<file path="config.mk">
export PLATFORM = sky130hd
export DESIGN_NAME = fiap_ctrl
export DESIGN_NICKNAME = d
export VERILOG_FILES = /design/src/core/fiap_pkg.sv /design/src/core/fiap_ctrl.sv
export SDC_FILE = /design/constraint.sdc
export NUM_CORES = 1
export LEC_CHECK = 0
export BUFFER_PORTS_ARGS = -buffer_cell sky130_fd_sc_hd__buf_2
export CORE_ASPECT_RATIO = 0.7
export CORE_MARGIN = 2
export CORE_UTILIZATION = 56
export DETAILED_ROUTE_END_ITERATION = 8
export PLACE_DENSITY = 0.8
export RECOVER_POWER = 100
export SYNTH_ARGS = -nofsm -noshare
export SYNTH_HDL_FRONTEND = slang
export SYNTH_SLANG_ARGS = --single-unit
</file>
<file path="constraint.sdc">
create_clock -name i_core_clk -period 3 [get_ports i_core_clk]
set_clock_uncertainty 0.2 [all_clocks]
set_input_delay 0.6 -clock i_core_clk [delete_from_list [all_inputs] [get_ports i_core_clk]]
set_output_delay 0.6 -clock i_core_clk [all_outputs]
set_load 0.01 [all_outputs]
</file>
<file path="src/core/fiap_pkg.sv">
// Package of register map, field layout and timing constants for the flash IN_APP_PROGRAMMING control block
package fiap_pkg;
  localparam int          ADDR_W         = 6;
  localparam int          DATA_W         = 32;
  // Register byte offsets, one aligned word each
  localparam logic [5:0]  OFS_ADDR_LOW   = 6'h00;
  localparam logic [5:0]  OFS_ADDR_HIGH  = 6'h04;
  localparam logic [5:0]  OFS_D0_LOW     = 6'h08;
  localparam logic [5:0]  OFS_D0_HIGH    = 6'h0c;
  localparam logic [5:0]  OFS_D1_LOW     = 6'h10;
  localparam logic [5:0]  OFS_D1_HIGH    = 6'h14;
  localparam logic [5:0]  OFS_D2_LOW     = 6'h18;
  localparam logic [5:0]  OFS_D2_HIGH    = 6'h1c;
  localparam logic [5:0]  OFS_D3_LOW     = 6'h20;
  localparam logic [5:0]  OFS_D3_HIGH    = 6'h24;
  localparam logic [5:0]  OFS_OP_CTRL    = 6'h28;
  localparam logic [5:0]  OFS_CHIP_RST   = 6'h2c;
  localparam logic [5:0]  OFS_BUF_CLR    = 6'h30;
  // Operation control fields
  localparam int          BIT_UNLOCKED   = 7;
  localparam int          SEL_HI         = 6;
  localparam int          SEL_LO         = 4;
  localparam int          BIT_TRIGGER    = 3;
  localparam int          BIT_PROG_GO    = 2;
  localparam int          BIT_READ_ALLOW = 1;
  localparam int          BIT_READ_GO    = 0;
  localparam int          BIT_CLR_GO     = 0;
  localparam logic [7:0]  RST_BYTE       = 8'h00;
  localparam logic [3:0]  ADDR_HIGH_MASK = 4'hf;
  // Operation select encodings
  localparam logic [2:0]  SEL_WRITE      = 3'h0;
  localparam logic [2:0]  SEL_ERASE      = 3'h1;
  localparam logic [2:0]  SEL_READ       = 3'h3;
  localparam logic [2:0]  SEL_UNLOCK     = 3'h6;
  // Unlock pattern for data pairs 1..3
  localparam logic [7:0]  PAT_D1_LOW     = 8'h00;
  localparam logic [7:0]  PAT_D2_LOW     = 8'h0d;
  localparam logic [7:0]  PAT_D3_LOW     = 8'hc3;
  localparam logic [7:0]  PAT_D1_HIGH    = 8'h04;
  localparam logic [7:0]  PAT_D2_HIGH    = 8'h09;
  localparam logic [7:0]  PAT_D3_HIGH    = 8'h40;
  localparam logic [7:0]  CHIP_RST_KEY   = 8'h55;
  // Page geometry
  localparam int          FLASH_AW       = 12;
  localparam int          WORD_BITS      = 5;
  localparam int          PAGE_WORDS     = 32;
  localparam logic [4:0]  LAST_WORD      = 5'h1f;
  // Default durations in cycles of the 100 MHz clock
  localparam int          CLK_NS         = 10;
  localparam int          UNLOCK_NS      = 2000;
  localparam int          PROG_NS        = 20000;
  localparam int          READ_NS        = 100;
  localparam int          UNLOCK_CYC     = UNLOCK_NS / CLK_NS;
  localparam int          PROG_CYC       = PROG_NS / CLK_NS;
  localparam int          READ_CYC       = READ_NS / CLK_NS;
  localparam int          CLEAR_CYC      = PAGE_WORDS;
  localparam int          CNT_W          = 16;
  typedef enum logic [4:0] {
    ST_IDLE   = 5'b00001,
    ST_UNLOCK = 5'b00010,
    ST_PROG   = 5'b00100,
    ST_READ   = 5'b01000,
    ST_CLEAR  = 5'b10000
  } fiap_state_t;
endpackage : fiap_pkg

</file>
<file path="src/core/fiap_ctrl.sv">
// Flash IN_APP_PROGRAMMING control registers with Wishbone slave, unlock timer and operation sequencer
//
// Local design decisions: the Wishbone register port and the register addresses.
`timescale 1ns/1ps
module fiap_ctrl #(
  parameter int UNLOCK_CYCLES = fiap_pkg::UNLOCK_CYC,  // Unlock window length
  parameter int PROG_CYCLES   = fiap_pkg::PROG_CYC,    // Erase/write duration
  parameter int READ_CYCLES   = fiap_pkg::READ_CYC     // Read duration
) (
  input  wire logic                        i_core_clk,     // System clock
  input  wire logic                        i_arst_n,       // Async reset, active low
  input  wire logic                        i_wb_cyc,       // Wishbone cycle
  input  wire logic                        i_wb_stb,       // Wishbone strobe
  input  wire logic                        i_wb_we,        // Wishbone write
  input  wire logic [fiap_pkg::ADDR_W-1:0] i_wb_adr,       // Byte address
  input  wire logic [fiap_pkg::DATA_W-1:0] i_wb_dat,       // Write data
  input  wire logic [3:0]                  i_wb_sel,       // Byte selects
  output logic      [fiap_pkg::DATA_W-1:0] o_wb_dat,       // Read data
  output logic                             o_wb_ack,       // Acknowledge
  output logic                             o_cpu_stall,    // CPU halt request
  output logic                             o_chip_rst,     // Chip reset pulse
  output logic                             o_fl_wr,        // Program page strobe
  output logic                             o_fl_erase,     // Erase page strobe
  output logic                             o_fl_rd,        // Read word strobe
  output logic      [fiap_pkg::FLASH_AW-1:0] o_fl_addr,    // Flash word address
  output logic      [15:0]                 o_fl_wdata,     // Buffer word at o_fl_addr
  input  wire logic [15:0]                 i_fl_rdata      // Flash read word
);
  import fiap_pkg::*;

  logic [7:0]  addr_low_r, addr_low_nxt;
  logic [3:0]  addr_high_r, addr_high_nxt;
  logic [7:0]  d_low_r [4];
  logic [7:0]  d_low_nxt [4];
  logic [7:0]  d_high_r [4];
  logic [7:0]  d_high_nxt [4];
  logic        unlocked_r, unlocked_nxt;
  logic [2:0]  sel_r, sel_nxt;
  logic        trig_r, trig_nxt;
  logic        prog_go_r, prog_go_nxt;
  logic        rd_allow_r, rd_allow_nxt;
  logic        rd_go_r, rd_go_nxt;
  logic [7:0]  rst_pat_r, rst_pat_nxt;
  logic        clr_go_r, clr_go_nxt;
  logic        ack_r, ack_nxt;
  logic [31:0] rdat_r, rdat_nxt;
  logic        chip_rst_r, chip_rst_nxt;
  fiap_state_t st_r, st_nxt;
  logic [CNT_W-1:0] cnt_r, cnt_nxt;
  logic [15:0] buf_r [PAGE_WORDS];
  logic [15:0] buf_nxt [PAGE_WORDS];
  logic [PAGE_WORDS-1:0] tag_r, tag_nxt;
  logic        wr_go, rd_go;
  logic [7:0]  wbyte;
  logic        pat_ok;
  logic [FLASH_AW-1:0] faddr;

  // Fresh request only: the ack cycle must not be counted twice
  assign wr_go = i_wb_cyc && i_wb_stb && i_wb_we && !ack_r && i_wb_sel[0];
  assign rd_go = i_wb_cyc && i_wb_stb && !ack_r;
  assign wbyte = i_wb_dat[7:0];
  assign faddr = {addr_high_r, addr_low_r};

  function automatic logic hit(input logic [ADDR_W-1:0] a, input logic [5:0] ofs);
    hit = (a == ofs);
  endfunction : hit

  function automatic logic [CNT_W-1:0] cycles(input int n);
    cycles = (n < 1) ? CNT_W'(1) : CNT_W'(n);
  endfunction : cycles

  assign pat_ok = (d_low_r[1] == PAT_D1_LOW) && (d_low_r[2] == PAT_D2_LOW)
               && (d_low_r[3] == PAT_D3_LOW) && (d_high_r[1] == PAT_D1_HIGH)
               && (d_high_r[2] == PAT_D2_HIGH) && (d_high_r[3] == PAT_D3_HIGH);

  always_comb begin
    addr_low_nxt  = addr_low_r;
    addr_high_nxt = addr_high_r;
    d_low_nxt     = d_low_r;
    d_high_nxt    = d_high_r;
    unlocked_nxt  = unlocked_r;
    sel_nxt       = sel_r;
    trig_nxt      = trig_r;
    prog_go_nxt   = prog_go_r;
    rd_allow_nxt  = rd_allow_r;
    rd_go_nxt     = rd_go_r;
    rst_pat_nxt   = rst_pat_r;
    clr_go_nxt    = clr_go_r;
    chip_rst_nxt  = 1'b0;
    st_nxt        = st_r;
    cnt_nxt       = cnt_r;
    buf_nxt       = buf_r;
    tag_nxt       = tag_r;
    // Register writes; accepted in every sequencer state, the CPU stall does not block them
    if (wr_go) begin
      unique case (1'b1)
        hit(i_wb_adr, OFS_ADDR_LOW):  addr_low_nxt = wbyte;
        hit(i_wb_adr, OFS_ADDR_HIGH): addr_high_nxt = wbyte[3:0] & ADDR_HIGH_MASK;
        hit(i_wb_adr, OFS_D0_LOW):    d_low_nxt[0] = wbyte;
        hit(i_wb_adr, OFS_D0_HIGH): begin
          d_high_nxt[0] = wbyte;
          if (unlocked_r) begin
            buf_nxt[addr_low_r[WORD_BITS-1:0]] = {wbyte, d_low_r[0]};
            tag_nxt[addr_low_r[WORD_BITS-1:0]] = 1'b1;
          end
          if (addr_low_r[WORD_BITS-1:0] != LAST_WORD) begin
            addr_low_nxt = addr_low_r + 8'h01;
          end
        end
        hit(i_wb_adr, OFS_D1_LOW):    d_low_nxt[1] = wbyte;
        hit(i_wb_adr, OFS_D1_HIGH):   d_high_nxt[1] = wbyte;
        hit(i_wb_adr, OFS_D2_LOW):    d_low_nxt[2] = wbyte;
        hit(i_wb_adr, OFS_D2_HIGH):   d_high_nxt[2] = wbyte;
        hit(i_wb_adr, OFS_D3_LOW):    d_low_nxt[3] = wbyte;
        hit(i_wb_adr, OFS_D3_HIGH):   d_high_nxt[3] = wbyte;
        hit(i_wb_adr, OFS_OP_CTRL): begin
          if (!wbyte[BIT_UNLOCKED]) begin
            unlocked_nxt = 1'b0;
          end
          sel_nxt      = wbyte[SEL_HI:SEL_LO];
          rd_allow_nxt = wbyte[BIT_READ_ALLOW];
        end
        hit(i_wb_adr, OFS_CHIP_RST): begin
          rst_pat_nxt  = wbyte;
          chip_rst_nxt = (wbyte == CHIP_RST_KEY);
        end
        default: ;
      endcase
    end
    // Sequencer
    unique case (st_r)
      ST_IDLE: begin
        if (trig_r && sel_r == SEL_UNLOCK) begin
          st_nxt  = ST_UNLOCK;
          cnt_nxt = cycles(UNLOCK_CYCLES);
        end else if (prog_go_r && unlocked_r && (sel_r == SEL_WRITE || sel_r == SEL_ERASE)) begin
          st_nxt  = ST_PROG;
          cnt_nxt = cycles(PROG_CYCLES);
        end else if (rd_go_r && rd_allow_r && sel_r == SEL_READ) begin
          st_nxt  = ST_READ;
          cnt_nxt = cycles(READ_CYCLES);
        end else if (clr_go_r) begin
          st_nxt  = ST_CLEAR;
          cnt_nxt = cycles(CLEAR_CYC);
        end else begin
          // Requests that cannot start are dropped so software sees them end
          trig_nxt    = 1'b0;
          prog_go_nxt = 1'b0;
          rd_go_nxt   = 1'b0;
        end
      end
      ST_UNLOCK: begin
        // Trigger window does not stall the CPU: software must write the pattern
        if (cnt_r == CNT_W'(1)) begin
          trig_nxt = 1'b0;
          if (pat_ok) begin
            unlocked_nxt = 1'b1;
          end
          st_nxt = ST_IDLE;
        end else begin
          cnt_nxt = cnt_r - CNT_W'(1);
        end
      end
      ST_PROG: begin
        if (cnt_r == CNT_W'(1)) begin
          prog_go_nxt = 1'b0;
          if (sel_r == SEL_WRITE) begin
            tag_nxt = '0;
            for (int i = 0; i < PAGE_WORDS; i++) begin
              buf_nxt[i] = 16'h0000;
            end
          end
          st_nxt = ST_IDLE;
        end else begin
          cnt_nxt = cnt_r - CNT_W'(1);
        end
      end
      ST_READ: begin
        if (cnt_r == CNT_W'(1)) begin
          rd_go_nxt     = 1'b0;
          d_low_nxt[0]  = i_fl_rdata[7:0];
          d_high_nxt[0] = i_fl_rdata[15:8];
          st_nxt        = ST_IDLE;
        end else begin
          cnt_nxt = cnt_r - CNT_W'(1);
        end
      end
      ST_CLEAR: begin
        if (cnt_r == CNT_W'(1)) begin
          clr_go_nxt = 1'b0;
          tag_nxt    = '0;
          for (int i = 0; i < PAGE_WORDS; i++) begin
            buf_nxt[i] = 16'h0000;
          end
          st_nxt = ST_IDLE;
        end else begin
          cnt_nxt = cnt_r - CNT_W'(1);
        end
      end
      default: st_nxt = ST_IDLE;
    endcase
    // Go bits set after the sequencer, so a software set beats a same-cycle hardware clear
    if (wr_go && hit(i_wb_adr, OFS_OP_CTRL)) begin
      if (wbyte[BIT_TRIGGER]) begin
        trig_nxt = 1'b1;
      end
      if (wbyte[BIT_PROG_GO]) begin
        prog_go_nxt = 1'b1;
      end
      if (wbyte[BIT_READ_GO]) begin
        rd_go_nxt = 1'b1;
      end
    end
    if (wr_go && hit(i_wb_adr, OFS_BUF_CLR) && wbyte[BIT_CLR_GO]) begin
      clr_go_nxt = 1'b1;
    end
  end

  // Read mux and ack; every offset answers, unmapped reads give zero
  always_comb begin
    ack_nxt  = i_wb_cyc && i_wb_stb && !ack_r;
    rdat_nxt = rdat_r;
    if (rd_go) begin
      rdat_nxt = 32'h0000_0000;
      unique case (1'b1)
        hit(i_wb_adr, OFS_ADDR_LOW):  rdat_nxt[7:0] = addr_low_r;
        hit(i_wb_adr, OFS_ADDR_HIGH): rdat_nxt[3:0] = addr_high_r;
        hit(i_wb_adr, OFS_D0_LOW):    rdat_nxt[7:0] = d_low_r[0];
        hit(i_wb_adr, OFS_D0_HIGH):   rdat_nxt[7:0] = d_high_r[0];
        hit(i_wb_adr, OFS_D1_LOW):    rdat_nxt[7:0] = d_low_r[1];
        hit(i_wb_adr, OFS_D1_HIGH):   rdat_nxt[7:0] = d_high_r[1];
        hit(i_wb_adr, OFS_D2_LOW):    rdat_nxt[7:0] = d_low_r[2];
        hit(i_wb_adr, OFS_D2_HIGH):   rdat_nxt[7:0] = d_high_r[2];
        hit(i_wb_adr, OFS_D3_LOW):    rdat_nxt[7:0] = d_low_r[3];
        hit(i_wb_adr, OFS_D3_HIGH):   rdat_nxt[7:0] = d_high_r[3];
        hit(i_wb_adr, OFS_OP_CTRL):   rdat_nxt[7:0] = {unlocked_r, sel_r, trig_r, prog_go_r, rd_allow_r, rd_go_r};
        hit(i_wb_adr, OFS_CHIP_RST):  rdat_nxt[7:0] = rst_pat_r;
        hit(i_wb_adr, OFS_BUF_CLR):   rdat_nxt[BIT_CLR_GO] = clr_go_r;
        default: ;
      endcase
    end
  end

  always_ff @(posedge i_core_clk or negedge i_arst_n) begin
    if (!i_arst_n) begin
      addr_low_r  <= RST_BYTE;
      addr_high_r <= 4'h0;
      for (int i = 0; i < 4; i++) begin
        d_low_r[i]  <= RST_BYTE;
        d_high_r[i] <= RST_BYTE;
      end
      unlocked_r  <= 1'b0;
      sel_r       <= SEL_WRITE;
      trig_r      <= 1'b0;
      prog_go_r   <= 1'b0;
      rd_allow_r  <= 1'b0;
      rd_go_r     <= 1'b0;
      rst_pat_r   <= RST_BYTE;
      clr_go_r    <= 1'b0;
      ack_r       <= 1'b0;
      rdat_r      <= 32'h0000_0000;
      chip_rst_r  <= 1'b0;
      st_r        <= ST_IDLE;
      cnt_r       <= '0;
      tag_r       <= '0;
      for (int i = 0; i < PAGE_WORDS; i++) begin
        buf_r[i] <= 16'h0000;
      end
    end else begin
      addr_low_r  <= addr_low_nxt;
      addr_high_r <= addr_high_nxt;
      d_low_r     <= d_low_nxt;
      d_high_r    <= d_high_nxt;
      unlocked_r  <= unlocked_nxt;
      sel_r       <= sel_nxt;
      trig_r      <= trig_nxt;
      prog_go_r   <= prog_go_nxt;
      rd_allow_r  <= rd_allow_nxt;
      rd_go_r     <= rd_go_nxt;
      rst_pat_r   <= rst_pat_nxt;
      clr_go_r    <= clr_go_nxt;
      ack_r       <= ack_nxt;
      rdat_r      <= rdat_nxt;
      chip_rst_r  <= chip_rst_nxt;
      st_r        <= st_nxt;
      cnt_r       <= cnt_nxt;
      tag_r       <= tag_nxt;
      buf_r       <= buf_nxt;
    end
  end

  assign o_wb_ack    = ack_r;
  assign o_wb_dat    = rdat_r;
  assign o_cpu_stall = (st_r == ST_PROG) || (st_r == ST_READ);
  assign o_chip_rst  = chip_rst_r;
  assign o_fl_wr     = (st_r == ST_PROG) && (cnt_r == CNT_W'(1)) && (sel_r == SEL_WRITE);
  assign o_fl_erase  = (st_r == ST_PROG) && (cnt_r == CNT_W'(1)) && (sel_r == SEL_ERASE);
  assign o_fl_rd     = (st_r == ST_READ) && (cnt_r == CNT_W'(1));
  assign o_fl_addr   = faddr;
  assign o_fl_wdata  = buf_r[addr_low_r[WORD_BITS-1:0]];
endmodule : fiap_ctrl

</file>
### Yosys cells after proc, flatten, opt, wreduce, memory -nomap -nowiden

Index checks and enable logic that the tools add are counted.

| storage, ports and cells | value |
|---|---|
| output and inout bits | 66 |
| memories | 0 |
| latch bits | 0 |
| memory bits (read-only) | 0 |
| register bits after elaboration | 636 |
| input bits | 63 |
| word-level logic and storage cells | 218 |
| memory bits (writable) | 0 |

| operators by class | value |
|---|---|
| $lt $le $gt $ge | 2 |
| reductions and logical operators | 47 |
| muxes and demuxes | 79 |
| eq/ne operators | 32 |
| $mul | 0 |
| div/mod/pow operators | 0 |
| add/sub/neg operators | 2 |
| bitwise operators | 1 |
| shifts and indexed selects | 0 |

Operators by type and width:

| kind | count |
|---|---|
| two-way mux 512 bit | 6 |
| one-hot mux 512 bit (2 select lines) | 1 |
| bitwise mux 512 bit | 1 |
| two-way mux 16 bit | 8 |
| two-way mux 8 bit | 13 |
| binary-select mux 16 bit (select 5 bit) | 1 |
| demux 16 bit (select 5 bit) | 1 |
| two-way mux 32 bit | 2 |
| one-hot mux 4 bit (11 select lines) | 1 |
| one-hot mux 3 bit (12 select lines) | 1 |
| two-way mux 1 bit | 32 |
| one-hot mux 16 bit (2 select lines) | 1 |
| == test 6 bit, second input constant | 5 |
| two-way mux 5 bit | 5 |
| == test 6 x 5 -> 1 bit, second input constant | 4 |
| logical AND 1 bit | 23 |
| AND reduction 2 bit | 11 |
| == test 16 x 1 -> 1 bit, second input constant | 1 |
| == test 8 x 4 -> 1 bit, second input constant | 2 |
| == test 8 x 7 -> 1 bit, second input constant | 2 |
| one-hot mux 8 bit (2 select lines) | 1 |
| subtractor 16 x 1 -> 16 bit, second input constant | 1 |
| one-hot mux 1 bit (13 select lines) | 1 |
| == test 6 x 4 -> 1 bit, second input constant | 2 |
| other kinds (28) | 37 |

### Depth between registers and ports, before layout

| depth | value |
|---|---|
| depth after elaboration | 12 |
| depth in mapped cells | 11 |
| mapped depth without buffers | 7 |

### Least setup slack after synthesis

No wires, ideal clock.

| timing | value |
|---|---|
| path kind | reg2out |
| start | register addr_low_r[0] |
| end | output port o_fl_wdata[13] |
| stages on the path, launching flop included | 7 |
| slack | -134 ps |
| arrival | 2334 ps |
| path buffers | 3 |
| data required time | 2200 ps |
| cells stage by stage | dfrtp_1 -> clkbuf_1 -> clkbuf_1 -> buf_1 -> mux4_2 -> a22oi_1 -> nand4_1 |

| on the way | value |
|---|---|
| longest elaborated chain between the ends | 4 |

Ends and longest elaborated chain:

| element | RTL line | RTL |
|---|---|---|
| start, declared | fiap_ctrl.sv:31 | `logic [7:0] addr_low_r, addr_low_nxt;` |
| start signal, assigned | fiap_ctrl.sv:270 | `addr_low_r <= addr_low_nxt;` |
| inverter 5 -> 6 bit (implied by the code) | fiap_ctrl.sv:300 | `assign o_fl_wdata = buf_r[addr_low_r[WORD_BITS-1:0]];` |
| binary-select mux 16 bit (select 5 bit) | fiap_ctrl.sv:300 |  |
| two-way mux 16 bit (implied by the code) (2 in series) | fiap_ctrl.sv:300 |  |
| end, declared | fiap_ctrl.sv:26 | `output logic [15:0] o_fl_wdata,` |

No other way between the ends. The select of a mux whose other input is x is not followed.

### Worst setup path after layout

| timing | value |
|---|---|
| start | register addr_low_r[0] |
| end | output port o_fl_wdata[1] |

Same word-level chain as after synthesis.

==> impl_metrics.json <==
{
  "drive_gt1_share_pct": 25.1,
  "ys.flop_type": "dfrtp_1",
  "fin_crit_sh_pct": 123,
  "dp_hpwl_um": 61000,
  "cap_violations": 1,
  "cts_tree": "yes",
  "critical_path.top_delay_family": "buffers and inverters",
  "place_area_um2": 34400,
  "layout_min_cycle_time_ns": 3.68,
  "ir_drop_v": 0.000447,
  "syn_area_um2": 31900,
  "setup_viol": 21,
  "holdPathEnd": "d_high_r[30]$_DFF_PN0_",
  "worstSetupEndpointType": "primary output",
  "slowest_stage": "dfrtp_4",
  "start_util_pct": 56.4,
  "async_flop_share_pct": 100,
  "regToRegSetupSlack_ns": -0.04,
  "r2r_cells": 16,
  "yosysSeqAreaShare_pct": 49.9,
  "path_cells": "buf_12, buf_16, buf_4, mux4_2, a22oi_1, nand4_1, buf_2",
  "crit_fanout": 6,
  "hp-start": "i_fl_rdata[14]",
  "pin_count": 129,
  "drt_wl_total_um": 95500,
  "grt_use_total_pct": 32.1,
  "r2r_start": "cnt_r[1]$_DFFE_PN0P_",
  "grt_setup_unrepaired": "yes",
  "hold_viol": 0,
  "drc_errors": 0,
  "grt_pass1_vias": 24600,
  "row_count": 73,
  "fmax_ghz": 0.272,
  "syn_inst": 2789,
  "p_per_area_nw_per_um2": 515,
  "slew_violations": 58,
  "syn_to_final_growth_pct": 17.2,
  "place_congestion": 0.961,
  "status": "finished, violations left",
  "grt_overflow": 0,
  "cp.arrival_ns": 2.88,
  "synth_cell_type_count": 71,
  "worst_slack_ns": -0.681,
  "drtPass1Iterations": 8,
  "clock-sinks": 636,
  "final_nets": 3046,
  "die_w_um": 289,
  "leakage_nw": 18.3,
  "avgSynthCellArea_um2": 11.4,
  "path_buf_inv": 4,
  "vias": 24400,
  "die_h_um": 204,
  "start_kind": "flip-flop",
  "pre_cts_ws_ns": -0.139,
  "cts-buffers-inserted": 60,
  "worst_r2r_endpoint": "cnt_r[12]$_DFFE_PN0P_",
  "required_ns": 2.20,
  "worst_slew_pin_slew_ns": 1.58,
  "antenna_left": 0,
  "ys_ff_latch": 636,
  "clk_pin_slew_ns": 0.07,
  "fill_cells": 3985,
  "clkLatencyLatePin_ns": 0.64,
  "antenna_found_initial": 2,
  "die-area_um2": 58900,
  "vias_per_cell": 6.49,
  "grt_pass1_wl_um": 145000,
  "yosysWarnings": 0,
  "worstHoldPathType": "in -> reg",
  "cts_root_buffer": "clkbuf_16",
  "worstSetupPathType": "reg -> out",
  "portBuffers": 77,
  "violations": "capacitance limit, slew limit, setup timing",
  "synth_edf_count": 0,
  "htreeDepth": 2,
  "core_um2": 56500,
  "clk_path_buf_depth": 3,
  "slowest_delay_ns": 0.55,
  "grt_max_degree": 108,
  "post-route-cell-area_um2": 37400,
  "drt_first_iter_violations": 2996,
  "wire_per_inst_um": 25.4,
  "final_util_pct": 66.2,
  "slew_headroom_pct": -5.52,
  "worstHoldPathCells": 3
}
==> worst max path at each step <==
stage | start | end | slack [ns] | cells past startpoint
final | addr_low_r[0]$_DFFE_PN0P_ | o_fl_wdata[1] | -0.68 | 7
after global routing | addr_low_r[0]$_DFFE_PN0P_ | o_fl_wdata[3] | -0.70 | 9
after CTS | addr_low_r[0]$_DFFE_PN0P_ | o_fl_wdata[8] | -0.63 | 9
after detailed placement | addr_low_r[0]$_DFFE_PN0P_ | o_fl_wdata[9] | -0.14 | 7
after global placement | addr_low_r[0]$_DFFE_PN0P_ | o_fl_wdata[9] | -0.14 | 7
after floorplan | addr_low_r[1]$_DFFE_PN0P_ | buf_r[358]$_DFF_PN0_ | 0.003 | 11
==> final cells by class <==
cell class                 instances  area (um2)  share of cell area (%)
clock inverter                    13         191                   0.512
multi-input combinational       1873       15100                    40.2
sequential                       636       15900                    42.6
clock buffer                      90        1770                    4.74
antenna                            1        2.50                 0.00669
timing repair buffer             390        3470                    9.28
inverter                          13        48.8                   0.130
tap                              750         938                    2.51
==> cell usage after synthesis, drive strengths merged, types with 4 or more instances <==
master | number | area share, %
a21oi | 70 | 1.1
a221o | 5 | 0.16
a22oi | 66 | 1.6
a31oi | 5 | 0.098
and2 | 9 | 0.18
and3 | 9 | 0.18
buf | 150 | 2.7
clkbuf | 140 | 1.6
dfrtp | 635 | 50
ha | 9 | 0.35
inv | 13 | 0.15
mux2 | 67 | 2.4
mux2i | 494 | 15
mux4 | 128 | 9.0
nand2 | 85 | 1.0
nand3 | 100 | 1.6
nand3b | 5 | 0.12
nand4 | 52 | 1.1
nor2 | 530 | 6.3
nor2b | 5 | 0.098
nor3 | 58 | 1.6
nor3b | 4 | 0.11
nor4 | 16 | 0.36
nor4b | 7 | 0.23
o2111ai | 4 | 0.11
o21ai | 66 | 1.0
or2 | 4 | 0.078
or3 | 9 | 0.18
==> flip-flops by register name, indices dropped and copies added (netlist names), 3 cells and up <==
signal	cells
sel_r	3
addr_low_r	8
d_low_r	32
buf_r	512
cnt_r	16
st_r	5
d_high_r	32
rst_pat_r	8
o_wb_dat	8
addr_high_r	4
==> power by group <==
group	switching (mW)	internal, mW	total (mW)
logic	1.48	1.03	2.50
clock network	3.40	4.33	7.72
registers	0.268	8.75	9.02
==> cell families (layout without fill, tap and decap cells) <==
family,Yosys count,after routing,synth area share [%]
fa+ha+maj,9,9,0.353
xor+xnor,1,1,0.0275
compound gates,243,243,4.79
buf+inv,303,506,4.54
other cells,1,25,0.0118
mux,689,689,26.9
flops,636,636,49.9
simple gates,907,907,13.5
==> metrics by stage <==
stage	cells	TNS, ns	hold slack [ns]	total power, mW
2_1_floorplan	2812	0	0.104	10.3
3_3_place_gp	3603	-0.240	0.265	11.1
3_5_place_dp	3603	-0.234	0.273	11.2
4_1_cts	3735	-9.54	0.000261	19.0
5_1_grt	3765	-18.34	0.0213	19.9
6_report	3766	-10.00	0.0214	19.2
==> worst reg2reg max path, stage by stage, from the launching register on <==
cell	delay, ns
dfrtp_1	0.40
inv_2	0.09
buf_4	0.10
buf_4	0.10
buf_4	0.09
buf_4	0.09
buf_4	0.10
buf_4	0.09
buf_4	0.09
buf_4	0.09
buf_4	0.11
ha_4	0.14
or3b_4	0.41
nor4_4	0.28
nand2_1	0.12
or3_4	0.34
a21oi_2	0.12
==> cell usage in the layout, fill, tap and decap left out, types with 6 or more instances in the layout <==
| master | n |
|---|---|
| a22oi_2 | 51 |
| nand2_1 | 84 |
| inv_1 | 12 |
| nand3_1 | 99 |
| or3_1 | 7 |
| nor3_4 | 16 |
| nor4_1 | 13 |
| nand4_1 | 50 |
| buf_16 | 6 |
| mux2i_1 | 494 |
| mux4_2 | 128 |
| nor3_2 | 18 |
| nor2_1 | 527 |
| a21oi_1 | 68 |
| nor3_1 | 24 |
| clkbuf_1 | 44 |
| mux2_2 | 67 |
| buf_12 | 41 |
| a22oi_1 | 15 |
| clkbuf_8 | 16 |
| and3_1 | 9 |
| o21ai_0 | 65 |
| buf_4 | 218 |
| conb_1 | 24 |
| buf_6 | 22 |
| dfrtp_1 | 633 |
| clkbuf_16 | 63 |
| buf_2 | 55 |
| and2_1 | 7 |
| ha_1 | 7 |
==> layer usage <==
metal  track usage (%)  wire length, um
met5                 0               27
met4              13.1             4190
met3              7.43            10100
met2              46.9            43000
met1              46.4            38200
==> timing repair <==
action / in CTS / in global routing
resized for setup: 64 / 46
buffers inserted: 22 / 28
hold buffers: 4 / 0
endpoints found under the hold margin: 49 / 0
cloned: 4 / 4
pin swaps: 28 / 35
endpoints found under the setup margin: 19 / 157
No activity file was read; power rests on OpenSTA's default activity.
